File: src/led_sink_pkg.sv
package led_sink_pkg;

  // ==========================================
  // clock and detection timing
  localparam int CLK_PERIOD_NS = 50;
  localparam int DET_TIME_NS   = 700;
  localparam int DET_CYCLES    = (DET_TIME_NS + CLK_PERIOD_NS - 1) / CLK_PERIOD_NS;
  localparam logic [3:0] DET_LAST = 4'(DET_CYCLES - 1);

  // ==========================================
  // command codes: clock edges seen while strobe is high
  localparam logic [3:0] CMD_LATCH    = 4'h0;
  localparam logic [3:0] CMD_OPEN     = 4'h1;
  localparam logic [3:0] CMD_SHORT    = 4'h2;
  localparam logic [3:0] CMD_THERMAL  = 4'h3;
  localparam logic [3:0] CMD_WRITE    = 4'h4;
  localparam logic [3:0] CMD_LEAK     = 4'h5;
  localparam logic [3:0] CMD_READ     = 4'h6;
  localparam logic [3:0] CMD_WAKE     = 4'h7;
  localparam logic [3:0] CMD_ARM      = 4'h8;
  localparam logic [3:0] CMD_SLEEP    = 4'h9;
  localparam logic [3:0] CMD_NONE     = 4'ha;

  // ==========================================
  // driver_configuration layout
  localparam int CFG_THR_LSB  = 14;
  localparam int CFG_ZERO     = 13;
  localparam int CFG_SLEEP    = 12;
  localparam int CFG_CUR_LSB  = 10;
  localparam int CFG_DET_TIME = 9;
  localparam logic [15:0] CFG_RESET = 16'hc800;
  localparam logic [15:0] CFG_MASK  = 16'hfe00;

  // ==========================================
  // other widths and reset values
  localparam int CH_COUNT   = 16;
  localparam int FIFO_WIDTH = 16;
  localparam int FIFO_DEPTH = 16;
  localparam logic [15:0] ALL_OK = 16'hffff;

  typedef enum logic [1:0] {
    DET_IDLE,
    DET_OS,
    DET_LEAK
  } det_state_t;

endpackage : led_sink_pkg

File: src/led_sink_serial_command_port.sv
`timescale 1ns/10ps

// ==========================================
// result fifo
module result_fifo #(
  parameter int WIDTH = 16,
  parameter int DEPTH = 16
) (
  // clock and reset
  input  wire logic             clk,
  input  wire logic             nrst,
  // filling side
  input  wire logic             in_valid,
  output logic                  in_ready,
  input  wire logic [WIDTH-1:0] in_data,
  // draining side
  output logic                  out_valid,
  input  wire logic             out_ready,
  output logic      [WIDTH-1:0] out_data
);

  localparam int PW = $clog2(DEPTH);
  localparam int CW = $clog2(DEPTH + 1);

  typedef struct packed {
    logic [DEPTH-1:0][WIDTH-1:0] mem;
    logic [PW-1:0]               wr;
    logic [PW-1:0]               rd;
    logic [CW-1:0]               cnt;
  } fifo_state_t;

  fifo_state_t s_reg;
  fifo_state_t s_next;
  logic        push;
  logic        pop;

  assign in_ready  = (s_reg.cnt != CW'(DEPTH));
  assign out_valid = (s_reg.cnt != '0);
  assign out_data  = s_reg.mem[s_reg.rd];
  assign push      = in_valid && in_ready;
  assign pop       = out_valid && out_ready;

  always_comb begin
    s_next = s_reg;
    if (push) begin
      s_next.mem[s_reg.wr] = in_data;
      s_next.wr = PW'(s_reg.wr + 1'b1);
    end
    if (pop) begin
      s_next.rd = PW'(s_reg.rd + 1'b1);
    end
    if (push && !pop) begin
      s_next.cnt = CW'(s_reg.cnt + 1'b1);
    end else if (pop && !push) begin
      s_next.cnt = CW'(s_reg.cnt - 1'b1);
    end
  end

  always_ff @(posedge clk) begin
    if (!nrst) begin
      s_reg <= '0;
    end else begin
      s_reg <= s_next;
    end
  end

endmodule : result_fifo

// How it works
// - each serial clock rise shifts serial_in into 16-bit register; msb goes out
// - strobe with no clock edges copies shift register into output latch
// - channel sinks with output gate low and its latch bit one; every channel sinks during open or short detection
// - edges counted while strobe high pick command at strobe fall; ten or more ignored
// - one edge starts open-circuit detection on all channels
// - two edges start short-circuit detection on all channels
// - three edges start the over-temperature check
// - open and short share one detection run; five edges start leakage diagnosis
// - four edges load shift register into configuration when armed
// - six edges put configuration on serial output, bit 15 first
// - seven edges wake from sleep or zero-power; config bit D enables zero-power
// - eight edges arm the configuration for the next write
// - nine edges enter sleep only when config bit C is one
// - config bits F:E pick the shared short and leakage threshold, default 11
// - config bits B:A pick detection current, default 10
// - bit 9 low: open or short detection lasts a fixed 700 ns
// - bit 9 high: detection ends at rising edge of output gate
// - bit 9 timing applies to open and short only
// - error flag is 0 for a faulty channel, 1 otherwise
// - an invalid detection leaves every flag at 1
// - results overwrite the shift register at detection end, then shift out
module led_sink_serial_command_port (
  // clock and reset
  input  wire logic                                 clk,
  input  wire logic                                 nrst,
  // serial pins
  input  wire logic                                 serial_clk,
  input  wire logic                                 serial_in,
  input  wire logic                                 latch_strobe,
  input  wire logic                                 out_gate_n,
  output logic                                      serial_out,
  // channel drive
  output logic [led_sink_pkg::CH_COUNT-1:0]         sink_channel,
  output logic                                      detect_on,
  output logic                                      leak_check,
  output logic [1:0]                                detect_current,
  output logic [1:0]                                short_threshold,
  output logic [1:0]                                leakage_threshold,
  // comparator results
  input  wire logic [led_sink_pkg::CH_COUNT-1:0]    channel_fault,
  input  wire logic                                 over_temp,
  // power state
  output logic                                      sleep_mode,
  output logic                                      zero_power,
  // detection result stream
  output logic                                      result_valid,
  input  wire logic                                 result_ready,
  output logic [led_sink_pkg::FIFO_WIDTH-1:0]       result_data
);
  import led_sink_pkg::*;

  typedef struct packed {
    logic        sclk_s1;
    logic        sclk_s2;
    logic        sclk_s3;
    logic        sdi_s1;
    logic        sdi_s2;
    logic        le_s1;
    logic        le_s2;
    logic        le_s3;
    logic        oe_s1;
    logic        oe_s2;
    logic        oe_s3;
    logic [15:0] flt_s1;
    logic [15:0] flt_s2;
    logic        tmp_s1;
    logic        tmp_s2;
    logic [15:0] shift;
    logic [15:0] latch;
    logic [15:0] cfg;
    logic [3:0]  edges;
    logic        armed;
    logic        sleep;
    logic        zero;
    det_state_t  det;
    logic [3:0]  dcnt;
    logic        dvalid;
    logic        push;
    logic [15:0] push_data;
    logic [15:0] sink;
  } port_state_t;

  port_state_t s_reg;
  port_state_t s_next;
  logic        rise;
  logic        le_fall;
  logic        oe_rise;
  logic        det_end;
  logic        fifo_ready;

  assign rise    = s_reg.sclk_s2 && !s_reg.sclk_s3;
  assign le_fall = !s_reg.le_s2 && s_reg.le_s3;
  assign oe_rise = s_reg.oe_s2 && !s_reg.oe_s3;

  // ==========================================
  // detection end
  always_comb begin
    det_end = 1'b0;
    if (s_reg.det == DET_OS) begin
      det_end = s_reg.cfg[CFG_DET_TIME] ? oe_rise : (s_reg.dcnt == DET_LAST);
    end else if (s_reg.det == DET_LEAK) begin
      det_end = (s_reg.dcnt == DET_LAST);
    end
  end

  // ==========================================
  // next state
  always_comb begin
    s_next = s_reg;
    s_next.push = 1'b0;
    s_next.sclk_s1 = serial_clk;
    s_next.sclk_s2 = s_reg.sclk_s1;
    s_next.sclk_s3 = s_reg.sclk_s2;
    s_next.sdi_s1 = serial_in;
    s_next.sdi_s2 = s_reg.sdi_s1;
    s_next.le_s1 = latch_strobe;
    s_next.le_s2 = s_reg.le_s1;
    s_next.le_s3 = s_reg.le_s2;
    s_next.oe_s1 = out_gate_n;
    s_next.oe_s2 = s_reg.oe_s1;
    s_next.oe_s3 = s_reg.oe_s2;
    s_next.flt_s1 = channel_fault;
    s_next.flt_s2 = s_reg.flt_s1;
    s_next.tmp_s1 = over_temp;
    s_next.tmp_s2 = s_reg.tmp_s1;
    if (rise) begin
      s_next.shift = {s_reg.shift[14:0], s_reg.sdi_s2};
      if (s_reg.le_s2 && s_reg.edges != CMD_NONE) begin
        s_next.edges = s_reg.edges + 4'h1;
      end
    end
    if (le_fall) begin
      s_next.edges = CMD_LATCH;
      unique case (s_reg.edges)
        CMD_LATCH: begin
          s_next.latch = s_reg.shift;
          if (s_reg.cfg[CFG_ZERO] && s_reg.shift == '0) begin
            s_next.zero = 1'b1;
          end
        end
        CMD_OPEN, CMD_SHORT: begin
          if (s_reg.det == DET_IDLE && fifo_ready) begin
            s_next.det = DET_OS;
            s_next.dcnt = '0;
          end
        end
        CMD_THERMAL: begin
          s_next.shift = {16{!s_reg.tmp_s2}};
        end
        CMD_WRITE: begin
          if (s_reg.armed) begin
            s_next.cfg = s_reg.shift & CFG_MASK;
            s_next.armed = 1'b0;
          end
        end
        CMD_LEAK: begin
          if (s_reg.det == DET_IDLE && fifo_ready) begin
            s_next.det = DET_LEAK;
            s_next.dcnt = '0;
            s_next.dvalid = s_reg.oe_s2;
          end
        end
        CMD_READ: begin
          s_next.shift = s_reg.cfg;
        end
        CMD_WAKE: begin
          s_next.sleep = 1'b0;
          s_next.zero = 1'b0;
        end
        CMD_ARM: begin
          s_next.armed = 1'b1;
        end
        CMD_SLEEP: begin
          if (s_reg.cfg[CFG_SLEEP]) begin
            s_next.sleep = 1'b1;
          end
        end
        default: begin
        end
      endcase
    end
    if (s_reg.det != DET_IDLE) begin
      if (s_reg.dcnt != 4'hf) begin
        s_next.dcnt = s_reg.dcnt + 4'h1;
      end
      if (s_reg.det == DET_LEAK && !s_reg.oe_s2) begin
        s_next.dvalid = 1'b0;
      end
    end
    if (det_end) begin
      s_next.det = DET_IDLE;
      if (s_reg.det == DET_LEAK && !s_reg.dvalid) begin
        s_next.shift = ALL_OK;
      end else begin
        s_next.shift = ~s_reg.flt_s2;
      end
      s_next.push = 1'b1;
      s_next.push_data = s_next.shift;
    end
    if (s_reg.det == DET_OS) begin
      s_next.sink = ALL_OK;
    end else if (s_reg.det == DET_LEAK || s_reg.oe_s2 || s_reg.sleep || s_reg.zero) begin
      s_next.sink = '0;
    end else begin
      s_next.sink = s_reg.latch;
    end
  end

  always_ff @(posedge clk) begin
    if (!nrst) begin
      s_reg <= '0;
      s_reg.cfg <= CFG_RESET;
      s_reg.det <= DET_IDLE;
      s_reg.oe_s1 <= 1'b1;
      s_reg.oe_s2 <= 1'b1;
      s_reg.oe_s3 <= 1'b1;
    end else begin
      s_reg <= s_next;
    end
  end

  // ==========================================
  // outputs
  assign serial_out        = s_reg.shift[15];
  assign sink_channel      = s_reg.sink;
  assign detect_on         = (s_reg.det == DET_OS);
  assign leak_check        = (s_reg.det == DET_LEAK);
  assign detect_current    = s_reg.cfg[CFG_CUR_LSB +: 2];
  assign short_threshold   = s_reg.cfg[CFG_THR_LSB +: 2];
  assign leakage_threshold = s_reg.cfg[CFG_THR_LSB +: 2];
  assign sleep_mode        = s_reg.sleep;
  assign zero_power        = s_reg.zero;

  result_fifo #(
    .WIDTH (FIFO_WIDTH),
    .DEPTH (FIFO_DEPTH)
  ) u_fifo (
    .clk       (clk),
    .nrst      (nrst),
    .in_valid  (s_reg.push),
    .in_ready  (fifo_ready),
    .in_data   (s_reg.push_data),
    .out_valid (result_valid),
    .out_ready (result_ready),
    .out_data  (result_data)
  );
endmodule : led_sink_serial_command_port

File: config.mk
export PLATFORM = sky130hd
export DESIGN_NAME = led_sink_serial_command_port
export DESIGN_NICKNAME = d
export VERILOG_FILES = /design/src/led_sink_pkg.sv /design/src/led_sink_serial_command_port.sv
export SDC_FILE = /design/constraint.sdc
export NUM_CORES = 1
export LEC_CHECK = 0
export ABC_CLOCK_PERIOD_IN_PS = 3900
export BUFFER_PORTS_ARGS = -buffer_cell sky130_fd_sc_hd__buf_2
export CORE_ASPECT_RATIO = 0.8
export CORE_MARGIN = 2
export CORE_UTILIZATION = 50
export CTS_CLUSTER_SIZE = 12
export DETAILED_ROUTE_END_ITERATION = 8
export PLACE_DENSITY_LB_ADDON = 0.12
export SLEW_MARGIN = 0
export SYNTH_ARGS = -nofsm -noshare
export SYNTH_HDL_FRONTEND = slang
export SYNTH_HIERARCHICAL = 1
export SYNTH_SLANG_ARGS = --single-unit
File: constraint.sdc
create_clock -name clk -period 3.9 [get_ports clk]
set_input_delay 0 -clock clk [delete_from_list [all_inputs] [get_ports clk]]
set_output_delay 0 -clock clk [all_outputs]
set_load 0.005 [all_outputs]
==> results.tsv, run 1 <==
stage	metric	value	unit
grt	vias in the first global route	11260	
clock_network	CTS clock-pin slew for the worst setup and hold paths	60	ps
sta	RSZ-0062 raised after global routing	false	
cells_and_area	area grow syn2layout	11.05	%
power_and_ir_drop	Peak VDD IR	687.1	uV
drt	Detailed Route Iter0 Violations	902	
outcome	violated checks	max-slew violations	
drt	vias per inst	5.397	
sta	FMAX	348.3	MHz
clock_network	TritonCTS Buffers	42	
sta	minimum clock period	2871	ps
logic_synthesis	cell area after synthesis	17850	sq um
sta	Worst Skew	13.10	ps
clock_network	clk_lat worst skew	540	ps
clock_network	postcts setup bufs	0	
sta	Worst Max-Slew Pin Slew	1515	ps
clock_network	TritonCTS clock tree	done	
drt	final WL	41350	microns
clock_network	clk root buf	clkbuf_16	
power_and_ir_drop	net switching power	0.002186	W
setup_path	Crit Path Category	reg -> reg	
drt	routed wl met3	1848	microns
power_and_ir_drop	Seq pwr share	0.489	
logic_synthesis	Synth Area per Inst	11.34	sq um
setup_path	origin of the worst setup path	u_fifo/s_reg[0]$_SDFFE_PN0P_	
floorplanning	die area	37230	sq um
drt	metal2 WL	17610	microns
drt	DR vias	11320	
logic_synthesis	Synth async-reset ratio	0	
logic_synthesis	yosys warns	6	
setup_path	WP data required	4360	ps
sta	final worst path period share	0.7361	
placement	GPL Wtd Cong	0.7968	
floorplanning	Initial Utilization	0.5106	
setup_path	CP max-delay cell	or4_1	
floorplanning	IO Count	68	
floorplanning	Rows	61	
cells_and_area	n_diodes	0	
cells_and_area	fillers	3105	
floorplanning	die width	215.2	microns
power_and_ir_drop	PwrDens	447.0	nW/um^2
worst_hold_path	hold_sp	channel_fault[7]	
cells_and_area	post-layout util	0.5670	
power_and_ir_drop	combinational share of power	0.088	
setup_path	Worst Path Max Fanout	5	
setup_path	Worst path max stage delay	560	ps
logic_synthesis	ys flop type	dfxtp_1	
logic_synthesis	post-synth net total	1615	
power_and_ir_drop	Clk pwr share	0.423	
clock_network	htree depth	2	
cells_and_area	fraction of layout cells with a size suffix above 1	0.1532	
cells_and_area	commonest non-fill, non-tap cell in the layout	dfxtp_1	
job	maxcap violations	0	
logic_synthesis	EDFF count, synth	0	
sta	relative slew slack	-0.01029	
grt	first-pass GRT wire length	65300	microns
logic_synthesis	post-synthesis sequential area ratio	0.4487	
cells_and_area	final net count	1642	
worst_hold_path	Min-Delay Path Class	in -> reg	
drt	DRC	0	
floorplanning	Die Ht	173.0	microns
cells_and_area	Largest register FFs	269	
power_and_ir_drop	Leakage	6.721	nW
grt	largest net degree at the start of global routing	306	
sta	worst hold slack	203.7	ps
sta	Final Hold Vio Count	0	
cells_and_area	most frequent cells in the layout	397 x dfxtp_1, 301 x nor2b_1, 301 x mux2i_1	
sta	max-slew violation count	63	
power_and_ir_drop	sw frac	0.2467	
clock_network	CTS sink count	400	
setup_path	Worst setup SP type	register	
grt	GRT overflow	0	
drt	routed metal-1 wire length	21190	microns
drt	average routed wire per standard cell	19.72	microns
setup_path	kind of cell adding the most delay to the critical path	compound AO/OA/AOI/OAI gates	
sta	setup violators final	0	
drt	max layer used	met4	
drt	DRT antenna net count	0	
logic_synthesis	Yosys reg bits	400	
placement	DPL Wire Length	24140	microns
setup_path	reg2reg setup slack	1030	ps
drt	iteration count of the initial detailed-routing pass	5	
grt	antenna violations before repair	0	
power_and_ir_drop	Power Internal	0.006674	W
sta	setup TNS	0	ps
clock_network	Bufs on Longest Clock Path	3	
logic_synthesis	Synth cell types	53	
setup_path	R2R Path Start	u_fifo/s_reg[0]$_SDFFE_PN0P_	
setup_path	CP bufs+invs	1	
outcome	status	complete, but fails checks	
floorplanning	Core Footprint	34960	sq um
setup_path	CP Capture Type	register	
placement	Port Buffers	67	
logic_synthesis	Mapped Cells	1574	
setup_path	crit path DAT	3330	ps
setup_path	CP Cell Sequence	or4_1 -> o21ai_1 -> ha_1 -> inv_1 -> ha_1 -> a21oi_1 -> a211oi_1 -> a31oi_1 -> mux2i_1	
setup_path	most frequent cell on the critical path	ha_1	
grt	Total GRT Usage	0.2214	
[per-layer routing]
metal	vias up	global-route usage
met1	5549	0.3352
met5	-	0
met2	206	0.3301
met3	57	0.03624
met4	0	0.04943
li1	5506	-
[what timing repair did]
action,CTS,global route
hold buffers,33,0
resized for setup,0,0
hold endpoints to repair,70,0
[power by group through the flow]
stage / logic (W) / clock network (W) / registers [W]
2_1_floorplan: 0.000777 / 0 / 0.00426
3_3_place_gp: 0.000753 / 0 / 0.00443
3_5_place_dp: 0.000762 / 0 / 0.00443
4_1_cts: 0.000788 / 0.00384 / 0.00434
5_1_grt: 0.000842 / 0.00402 / 0.00435
6_report: 0.000780 / 0.00374 / 0.00434
[metrics by stage]
| step | total power, W | instances | cell area (sq um) | setup WS (ps) |
|---|---|---|---|---|
| floorplan | 0.005032 | 1574 | 17850 | 1151 |
| global placement | 0.005179 | 1996 | 18230 | 1146 |
| detailed placement | 0.005196 | 1996 | 18230 | 1037 |
| CTS | 0.008975 | 2097 | 19820 | 1024 |
| global route | 0.009212 | 2097 | 19820 | 821.9 |
| finish | 0.008860 | 2097 | 19820 | 1029 |
[synth_stat cells (all sizes together) (2+ instances only)]
master	number	share of area
nand2	48	0.012
buf	88	0.035
and2	53	0.019
nand3b	2	0.00084
o22ai	6	0.0021
inv	12	0.0025
nand2b	12	0.0042
a31oi	10	0.0035
nor2	18	0.0046
xnor2	7	0.0034
xor2	4	0.0020
nor2b	301	0.11
or4	2	0.00084
a21oi	24	0.0067
mux4	64	0.081
nand3	9	0.0025
nand4b	3	0.0015
and3	4	0.0014
nor4	5	0.0034
a22oi	32	0.013
a22o	32	0.016
o21a	6	0.0025
o21ai	17	0.0048
nand4	3	0.0011
dfxtp	400	0.45
nor3b	2	0.00084
o2111ai	2	0.00098
clkbuf	58	0.012
a211oi	14	0.014
ha	16	0.011
a2111oi	4	0.0062
mux2i	301	0.17
o211ai	3	0.0013
[path summary, 6_finish.rpt]
| kind | to | cells past startpoint |
|---|---|---|
| max | u_fifo/s_reg[4]$_SDFFE_PN0P_ | 9 |
| min | s_next[104]$_SDFF_PN0_ | 3 |
| max reg2reg | u_fifo/s_reg[4]$_SDFFE_PN0P_ | 9 |
| min reg2reg | s_next[129]$_SDFF_PN1_ | 1 |
[worst reg2reg max path: cells and delay by family (launching register included)]
family,cells,cell delay [ps]
fa+ha+maj,2,640
mux,1,200
flops,1,370
compound gates,4,900
simple gates,1,560
buf+inv,1,120
[cells by family after synthesis]
logic type / synth area share
AOI/OAI and AO/OA: 0.07515
buffers and inverters: 0.04970
xor gates and xnor gates: 0.005398
muxes: 0.2496
and+or+nand+nor: 0.1591
adders and majority gates: 0.01234
DFF: 0.4487
[area by class of cell]
class / count / area (sq um) / share of cell area
multi-input combinational: 1016 / 8952 / 0.4517
sequential: 400 / 8016 / 0.4045
clock buffer: 61 / 1224 / 0.06174
timing repair buffer: 129 / 952.2 / 0.04804
tap: 472 / 590.6 / 0.02980
inverter: 12 / 45.04 / 0.002273
clock inverter: 7 / 38.79 / 0.001957
(Power assumes the default switching activity.)
==> run 2: changes to the inputs <==
--- a/config.mk
+++ b/config.mk
@@ -5,7 +5,7 @@
 export SDC_FILE = /design/constraint.sdc
 export NUM_CORES = 1
 export LEC_CHECK = 0
-export ABC_CLOCK_PERIOD_IN_PS = 3900
+export ABC_CLOCK_PERIOD_IN_PS = 2900
 export BUFFER_PORTS_ARGS = -buffer_cell sky130_fd_sc_hd__buf_2
 export CORE_ASPECT_RATIO = 0.8
 export CORE_MARGIN = 2
==> constraint.sdc (replaced) <==
create_clock -name clk -period 2.9 [get_ports clk]
set_input_delay 0 -clock clk [delete_from_list [all_inputs] [get_ports clk]]
set_output_delay 0 -clock clk [all_outputs]
set_load 0.005 [all_outputs]
==> results.tsv, run 2 (same netlist as run 1, synthesis figures left out) <==
stage	metric	value	unit
sta	RSZ-0062 raised after global routing	false	
cells_and_area	Largest register FFs	269	
grt	antenna violations before repair	1	
sta	Worst Skew	18.22	ps
power_and_ir_drop	PnR Total Power	0.01208	W
setup_path	Reg2Reg Depth	9	
grt	GRT overflow	0	
drt	DRT antenna net count	0	
floorplanning	Initial Utilization	0.5106	
sta	relative slew slack	0.3620	
worst_hold_path	Min-Delay Path Class	in -> reg	
sta	setup TNS	0	ps
setup_path	Worst setup SP type	register	
placement	GPL Wtd Cong	0.8056	
cells_and_area	n_diodes	0	
sta	minimum clock period	2567	ps
drt	DRC	0	
placement	Inst Count DP	2011	
clock_network	Hold Buf Count CTS	24	
setup_path	Worst Path Max Fanout	5	
setup_path	crit path DAT	3020	ps
clock_network	TritonCTS Buffers	43	
sta	max-slew violation count	0	
grt	Total GRT Usage	0.2201	
floorplanning	die area	37230	sq um
clock_network	CTS sink count	400	
sta	setup violators final	0	
drt	iteration count of the initial detailed-routing pass	5	
drt	final WL	41420	microns
drt	Detailed Route Iter0 Violations	853	
floorplanning	Core Footprint	34960	sq um
setup_path	reg2reg setup slack	330	ps
cells_and_area	area grow syn2layout	11.53	%
setup_path	origin of the worst setup path	u_fifo/s_reg[0]$_SDFFE_PN0P_	
sta	Worst Max-Slew Pin Slew	949.9	ps
grt	vias in the first global route	11350	
clock_network	CTS clock-pin slew for the worst setup and hold paths	50	ps
power_and_ir_drop	PwrDens	607.0	nW/um^2
floorplanning	Rows	61	
clock_network	Bufs on Longest Clock Path	3	
grt	largest net degree at the start of global routing	131	
setup_path	WP data required	3360	ps
setup_path	R2R Path Start	u_fifo/s_reg[0]$_SDFFE_PN0P_	
sta	final worst path period share	0.8852	
cells_and_area	fraction of layout cells with a size suffix above 1	0.1632	
clock_network	clk_lat worst skew	540	ps
floorplanning	die width	215.2	microns
grt	first-pass GRT wire length	65190	microns
cells_and_area	Final Non-Filler Cells	2108	
drt	DR vias	11370	
power_and_ir_drop	Peak VDD IR	634.0	uV
clock_network	postcts setup bufs	0	
clock_network	clk root buf	clkbuf_16	
setup_path	CP Capture Type	register	
setup_path	crit path to	u_fifo/s_reg[4]$_SDFFE_PN0P_	
setup_path	CP max-delay cell	or4_1	
setup_path	most frequent cell on the critical path	ha_1	
setup_path	CP Cell Sequence	or4_1 -> o21ai_1 -> ha_1 -> inv_1 -> ha_1 -> a21oi_1 -> a211oi_1 -> a31oi_1 -> mux2i_1	
setup_path	Crit Path Category	reg -> reg	
drt	vias per inst	5.392	
clock_network	htree depth	2	
job	maxcap violations	0	
power_and_ir_drop	Leakage	6.776	nW
floorplanning	Die Ht	173.0	microns
cells_and_area	most frequent cells in the layout	397 x dfxtp_1, 301 x nor2b_1, 301 x mux2i_1	
setup_path	FF-to-FF End	u_fifo/s_reg[4]$_SDFFE_PN0P_	
placement	DPL Wire Length	24920	microns
clock_network	TritonCTS clock tree	done	
outcome	status	finished, final reports clean	
sta	FMAX	389.6	MHz
clock_network	Post-CTS Resized	0	
cells_and_area	commonest non-fill, non-tap cell in the layout	dfxtp_1	
drt	average routed wire per standard cell	19.65	microns
setup_path	Worst path max stage delay	560	ps
sta	Final Hold Vio Count	0	
placement	Port Buffers	67	
floorplanning	IO Count	68	
cells_and_area	final net count	1649	
## run 2: cell type report
type | count | area, sq um
clock inverters | 7 | 41.29
fillers | 3014 | 15050
inverters | 12 | 45.04
well taps | 472 | 590.6
flip-flops and latches | 400 | 8016
multi-input cells | 1016 | 8952
repair buffers | 135 | 974.7
clock buffers | 66 | 1284
## run 2: layer usage
metal	GRT usage	wire (microns)	up-vias
met1	0.3250	20610	5573
li1	-	-	5531
met3	0.03201	1707	53
met5	0	0	-
met4	0.05201	660	0
met2	0.3398	18450	209
## run 2: worst min-delay path by stage
stage                 startpoint                      to  slack [ps]  depth (start not counted)
2_1_floorplan         out_gate_n  s_next[130]$_SDFF_PN1_         100                          1
3_3_place_gp          out_gate_n  s_next[130]$_SDFF_PN1_         190                          2
5_1_grt        channel_fault[10]  s_next[107]$_SDFF_PN0_         200                          3
6_report       channel_fault[10]  s_next[107]$_SDFF_PN0_         200                          3
4_1_cts        channel_fault[10]  s_next[107]$_SDFF_PN0_         170                          3
3_5_place_dp          out_gate_n  s_next[130]$_SDFF_PN1_         180                          2
## run 2: report_power, final
part	total [W]	switching [W]	internal, W
registers	0.00572	0.000160	0.00556
logic	0.00119	0.000663	0.000527
clock network	0.00517	0.00214	0.00303
## run 2: worst max-delay path: cells and delay by family (launching register included)
family	cells	cell delay [ps]
mux	1	190
fa+ha+maj	2	570
buf+inv	1	130
compound gates	4	680
simple gates	1	560
flops	1	360
## run 2: through the flow
stage | setup WS [ps] | hold WS (ps) | util | cell area [sq um]
finish | 333.0 | 203.2 | 0.5694 | 19900
global route | 159.0 | 198.2 | 0.5694 | 19900
CTS | 285.4 | 174.9 | 0.5694 | 19900
detailed placement | 363.5 | 183.3 | 0.5246 | 18340
global placement | 395.3 | 185.4 | 0.5246 | 18340
floorplan | 150.6 | 101.5 | - | 17850
==> run 3: changes to the inputs <==
--- a/config.mk
+++ b/config.mk
@@ -5,13 +5,15 @@
 export SDC_FILE = /design/constraint.sdc
 export NUM_CORES = 1
 export LEC_CHECK = 0
-export ABC_CLOCK_PERIOD_IN_PS = 2900
+export ABC_AREA = 1
+export ABC_CLOCK_PERIOD_IN_PS = 2300
 export BUFFER_PORTS_ARGS = -buffer_cell sky130_fd_sc_hd__buf_2
 export CORE_ASPECT_RATIO = 0.8
 export CORE_MARGIN = 2
 export CORE_UTILIZATION = 50
 export CTS_CLUSTER_SIZE = 12
 export DETAILED_ROUTE_END_ITERATION = 8
+export GPL_TIMING_DRIVEN = 0
 export PLACE_DENSITY_LB_ADDON = 0.12
 export SLEW_MARGIN = 0
 export SYNTH_ARGS = -nofsm -noshare
==> constraint.sdc (replaced) <==
create_clock -name clk -period 2.3 [get_ports clk]
set_input_delay 0 -clock clk [delete_from_list [all_inputs] [get_ports clk]]
set_output_delay 0 -clock clk [all_outputs]
set_load 0.005 [all_outputs]
==> results.tsv, run 3 <==
stage	metric	value	unit
placement	Inst Count DP	3604	
grt	antenna violations before repair	0	
setup_path	Worst setup SP type	register	
logic_synthesis	synth top area cells	dfxtp_1 41%, nand2_1 20%, nor2_1 12%	
clock_network	Bufs on Longest Clock Path	3	
setup_path	reg2reg setup slack	90	ps
cells_and_area	most frequent cells in the layout	1,054 x nand2_1, 599 x nor2_1, 397 x dfxtp_1	
clock_network	TritonCTS Buffers	43	
drt	Detailed Route Iter0 Violations	2139	
job	maxcap violations	0	
sta	Worst Skew	25.01	ps
cells_and_area	Largest register FFs	269	
sta	setup violators final	4	
clock_network	htree depth	2	
floorplanning	IO Count	68	
drt	average routed wire per standard cell	17.17	microns
floorplanning	Core Footprint	38280	sq um
sta	FMAX	428.3	MHz
cells_and_area	fillers	3722	
sta	RSZ-0062 raised after global routing	true	
setup_path	FF-to-FF End	u_fifo/s_reg[3]$_SDFFE_PN0P_	
cells_and_area	Final Non-Filler Cells	3700	
floorplanning	Rows	64	
cells_and_area	Reg area	8011	sq um
cells_and_area	fraction of layout cells with a size suffix above 1	0.1117	
floorplanning	Initial Utilization	0.5075	
sta	minimum clock period	2335	ps
setup_path	Reg2Reg Depth	13	
grt	largest net degree at the start of global routing	13	
clock_network	clk_lat worst skew	560	ps
sta	worst hold slack	171.1	ps
logic_synthesis	Synth cell types	37	
logic_synthesis	ys flop type	dfxtp_1	
sta	final worst path period share	1.015	
worst_hold_path	hold_sp	serial_clk	
logic_synthesis	Synth area leader	dfxtp_1	
placement	Port Buffers	66	
setup_path	crit path DAT	2330	ps
cells_and_area	post-route cell area	22290	sq um
grt	vias in the first global route	16980	
floorplanning	die width	224.4	microns
sta	Worst Max-Slew Pin Slew	925.7	ps
worst_hold_path	Hold Path End	s_next[138]$_SDFF_PN0_	
clock_network	TritonCTS clock tree	done	
cells_and_area	commonest non-fill, non-tap cell in the layout	nand2_1	
placement	Setup WS pre-CTS	-273.7	ps
logic_synthesis	yosys warns	6	
cells_and_area	post-layout util	0.5822	
sta	max-slew violation count	0	
logic_synthesis	cell area after synthesis	19420	sq um
floorplanning	Die Ht	180.3	microns
logic_synthesis	post-synth top area share	0.4122	
logic_synthesis	count leader, synth	nand2_1	
drt	vias per inst	5.169	
setup_path	Crit Path Category	reg -> out	
sta	worst setup margin	-34.86	ps
cells_and_area	n_diodes	0	
cells_and_area	multi-input logic area	8916	sq um
clock_network	CTS clock-pin slew for the worst setup and hold paths	60	ps
setup_path	CP Capture Type	output pin	
placement	DP Area	20370	sq um
grt	Total GRT Usage	0.3072	
drt	DR vias	19120	
clock_network	CTS sink count	400	
logic_synthesis	Mapped Cells	3043	
logic_synthesis	EDFF count, synth	0	
logic_synthesis	Synth async-reset ratio	0	
grt	first-pass GRT wire length	95400	microns
worst_hold_path	Min-Delay Path Class	in -> reg	
grt	GRT overflow	0	
sta	relative slew slack	0.3829	
placement	DPL Wire Length	46180	microns
logic_synthesis	Yosys reg bits	400	
drt	iteration count of the initial detailed-routing pass	6	
outcome	violated checks	negative setup slack	
logic_synthesis	Synth Area per Inst	6.383	sq um
clock_network	clk root buf	clkbuf_16	
outcome	status	complete, but fails checks	
placement	GPL Wtd Cong	1.037	
logic_synthesis	post-synthesis sequential area ratio	0.4122	
cells_and_area	final net count	3219	
logic_synthesis	post-synth net total	3084	
drt	DRT antenna net count	0	
drt	final WL	63540	microns
drt	DRC	0	
cells_and_area	area grow syn2layout	14.73	%
power_and_ir_drop	Leakage	12.83	nW
setup_path	WP data required	2300	ps
power_and_ir_drop	PwrDens	786.4	nW/um^2
floorplanning	die area	40450	sq um
setup_path	Worst Path Max Fanout	10	
setup_path	R2R Path Start	s_reg[32]$_SDFF_PN0_	
power_and_ir_drop	Peak VDD IR	693.4	uV
logic_synthesis	most instantiated cells after synthesis	1,060 x nand2_1, 600 x nor2_1, 400 x dfxtp_1	
sta	Final Hold Vio Count	0	
worst_hold_path	hold path depth	4	
run 3: metal layers:
layer / share of wire / vias to the layer above / global-route usage
li1: - / 9298 / -
met1: 0.44 / 8860 / 0.4512
met2: 0.41 / 838 / 0.4500
met3: 0.12 / 128 / 0.07044
met4: 0.026 / 0 / 0.08212
met5: 0 / - / 0
run 3: kinds of logic after synthesis:
kind of cell	Yosys count	synth area share
flops	400	0.4122
simple gates	1958	0.4129
fa+ha+maj	17	0.01134
compound gates	93	0.02493
xor+xnor	3	0.001353
buf+inv	572	0.1373
run 3: worst max-delay path by stage:
| stage | endpoint | start | slack (ps) | depth (start not counted) |
|---|---|---|---|---|
| floorplan | u_fifo/s_reg[4]$_SDFFE_PN0P_ | u_fifo/s_reg[1]$_SDFFE_PN0P_ | 240 | 14 |
| global placement | u_fifo/s_reg[4]$_SDFFE_PN0P_ | u_fifo/s_reg[1]$_SDFFE_PN0P_ | -300 | 12 |
| detailed placement | u_fifo/s_reg[4]$_SDFFE_PN0P_ | u_fifo/s_reg[1]$_SDFFE_PN0P_ | -270 | 12 |
| CTS | result_data[6] | u_fifo/s_reg[6]$_SDFFE_PN0P_ | -9 | 7 |
| global route | result_data[10] | u_fifo/s_reg[5]$_SDFFE_PN0P_ | -80 | 10 |
| finish | result_data[14] | u_fifo/s_reg[5]$_SDFFE_PN0P_ | -30 | 9 |
run 3: power by group:
| part | switching (W) | internal, W |
|---|---|---|
| Sequential | 0.0000673 | 0.00702 |
| Clock | 0.00283 | 0.00419 |
| Combinational | 0.00240 | 0.00102 |
| Total | 0.00530 | 0.0122 |
run 3: critical path, stage by stage (launching register included):
cell	delay, ps
dfxtp_1	350
buf_2	150
buf_4	190
buf_6	220
nand2_1	160
nand3_1	140
nand3_1	110
nand3_1	190
nand2_1	110
buf_2	140
run 3: layout make-up:
type	count	share of cell area
repair buffers	90	0.02549
clock inverters	6	0.003705
flip-flops and latches	400	0.3595
plain buffers	211	0.06277
multi-input cells	2071	0.4001
clock buffers	66	0.05990
well taps	495	0.02779
inverters	361	0.06080
run 3: what timing repair did:
| item | in CTS | in global routing |
|---|---|---|
| hold buffers | 23 | 0 |
| pin swaps | 0 | 2 |
| endpoints found under the hold margin | 33 | 0 |
| setup buffers | 0 | 1 |
| resized for setup | 47 | 39 |
| setup endpoints to repair | 19 | 18 |
run 3: metrics by stage:
step / TNS (ps) / total power, W
after floorplan: 0 / 0.009028
after global placement: -649.8 / 0.01024
after detailed placement: -627.4 / 0.01025
after CTS: -8.505 / 0.01740
after global routing: -323.3 / 0.01811
final: -86.06 / 0.01753
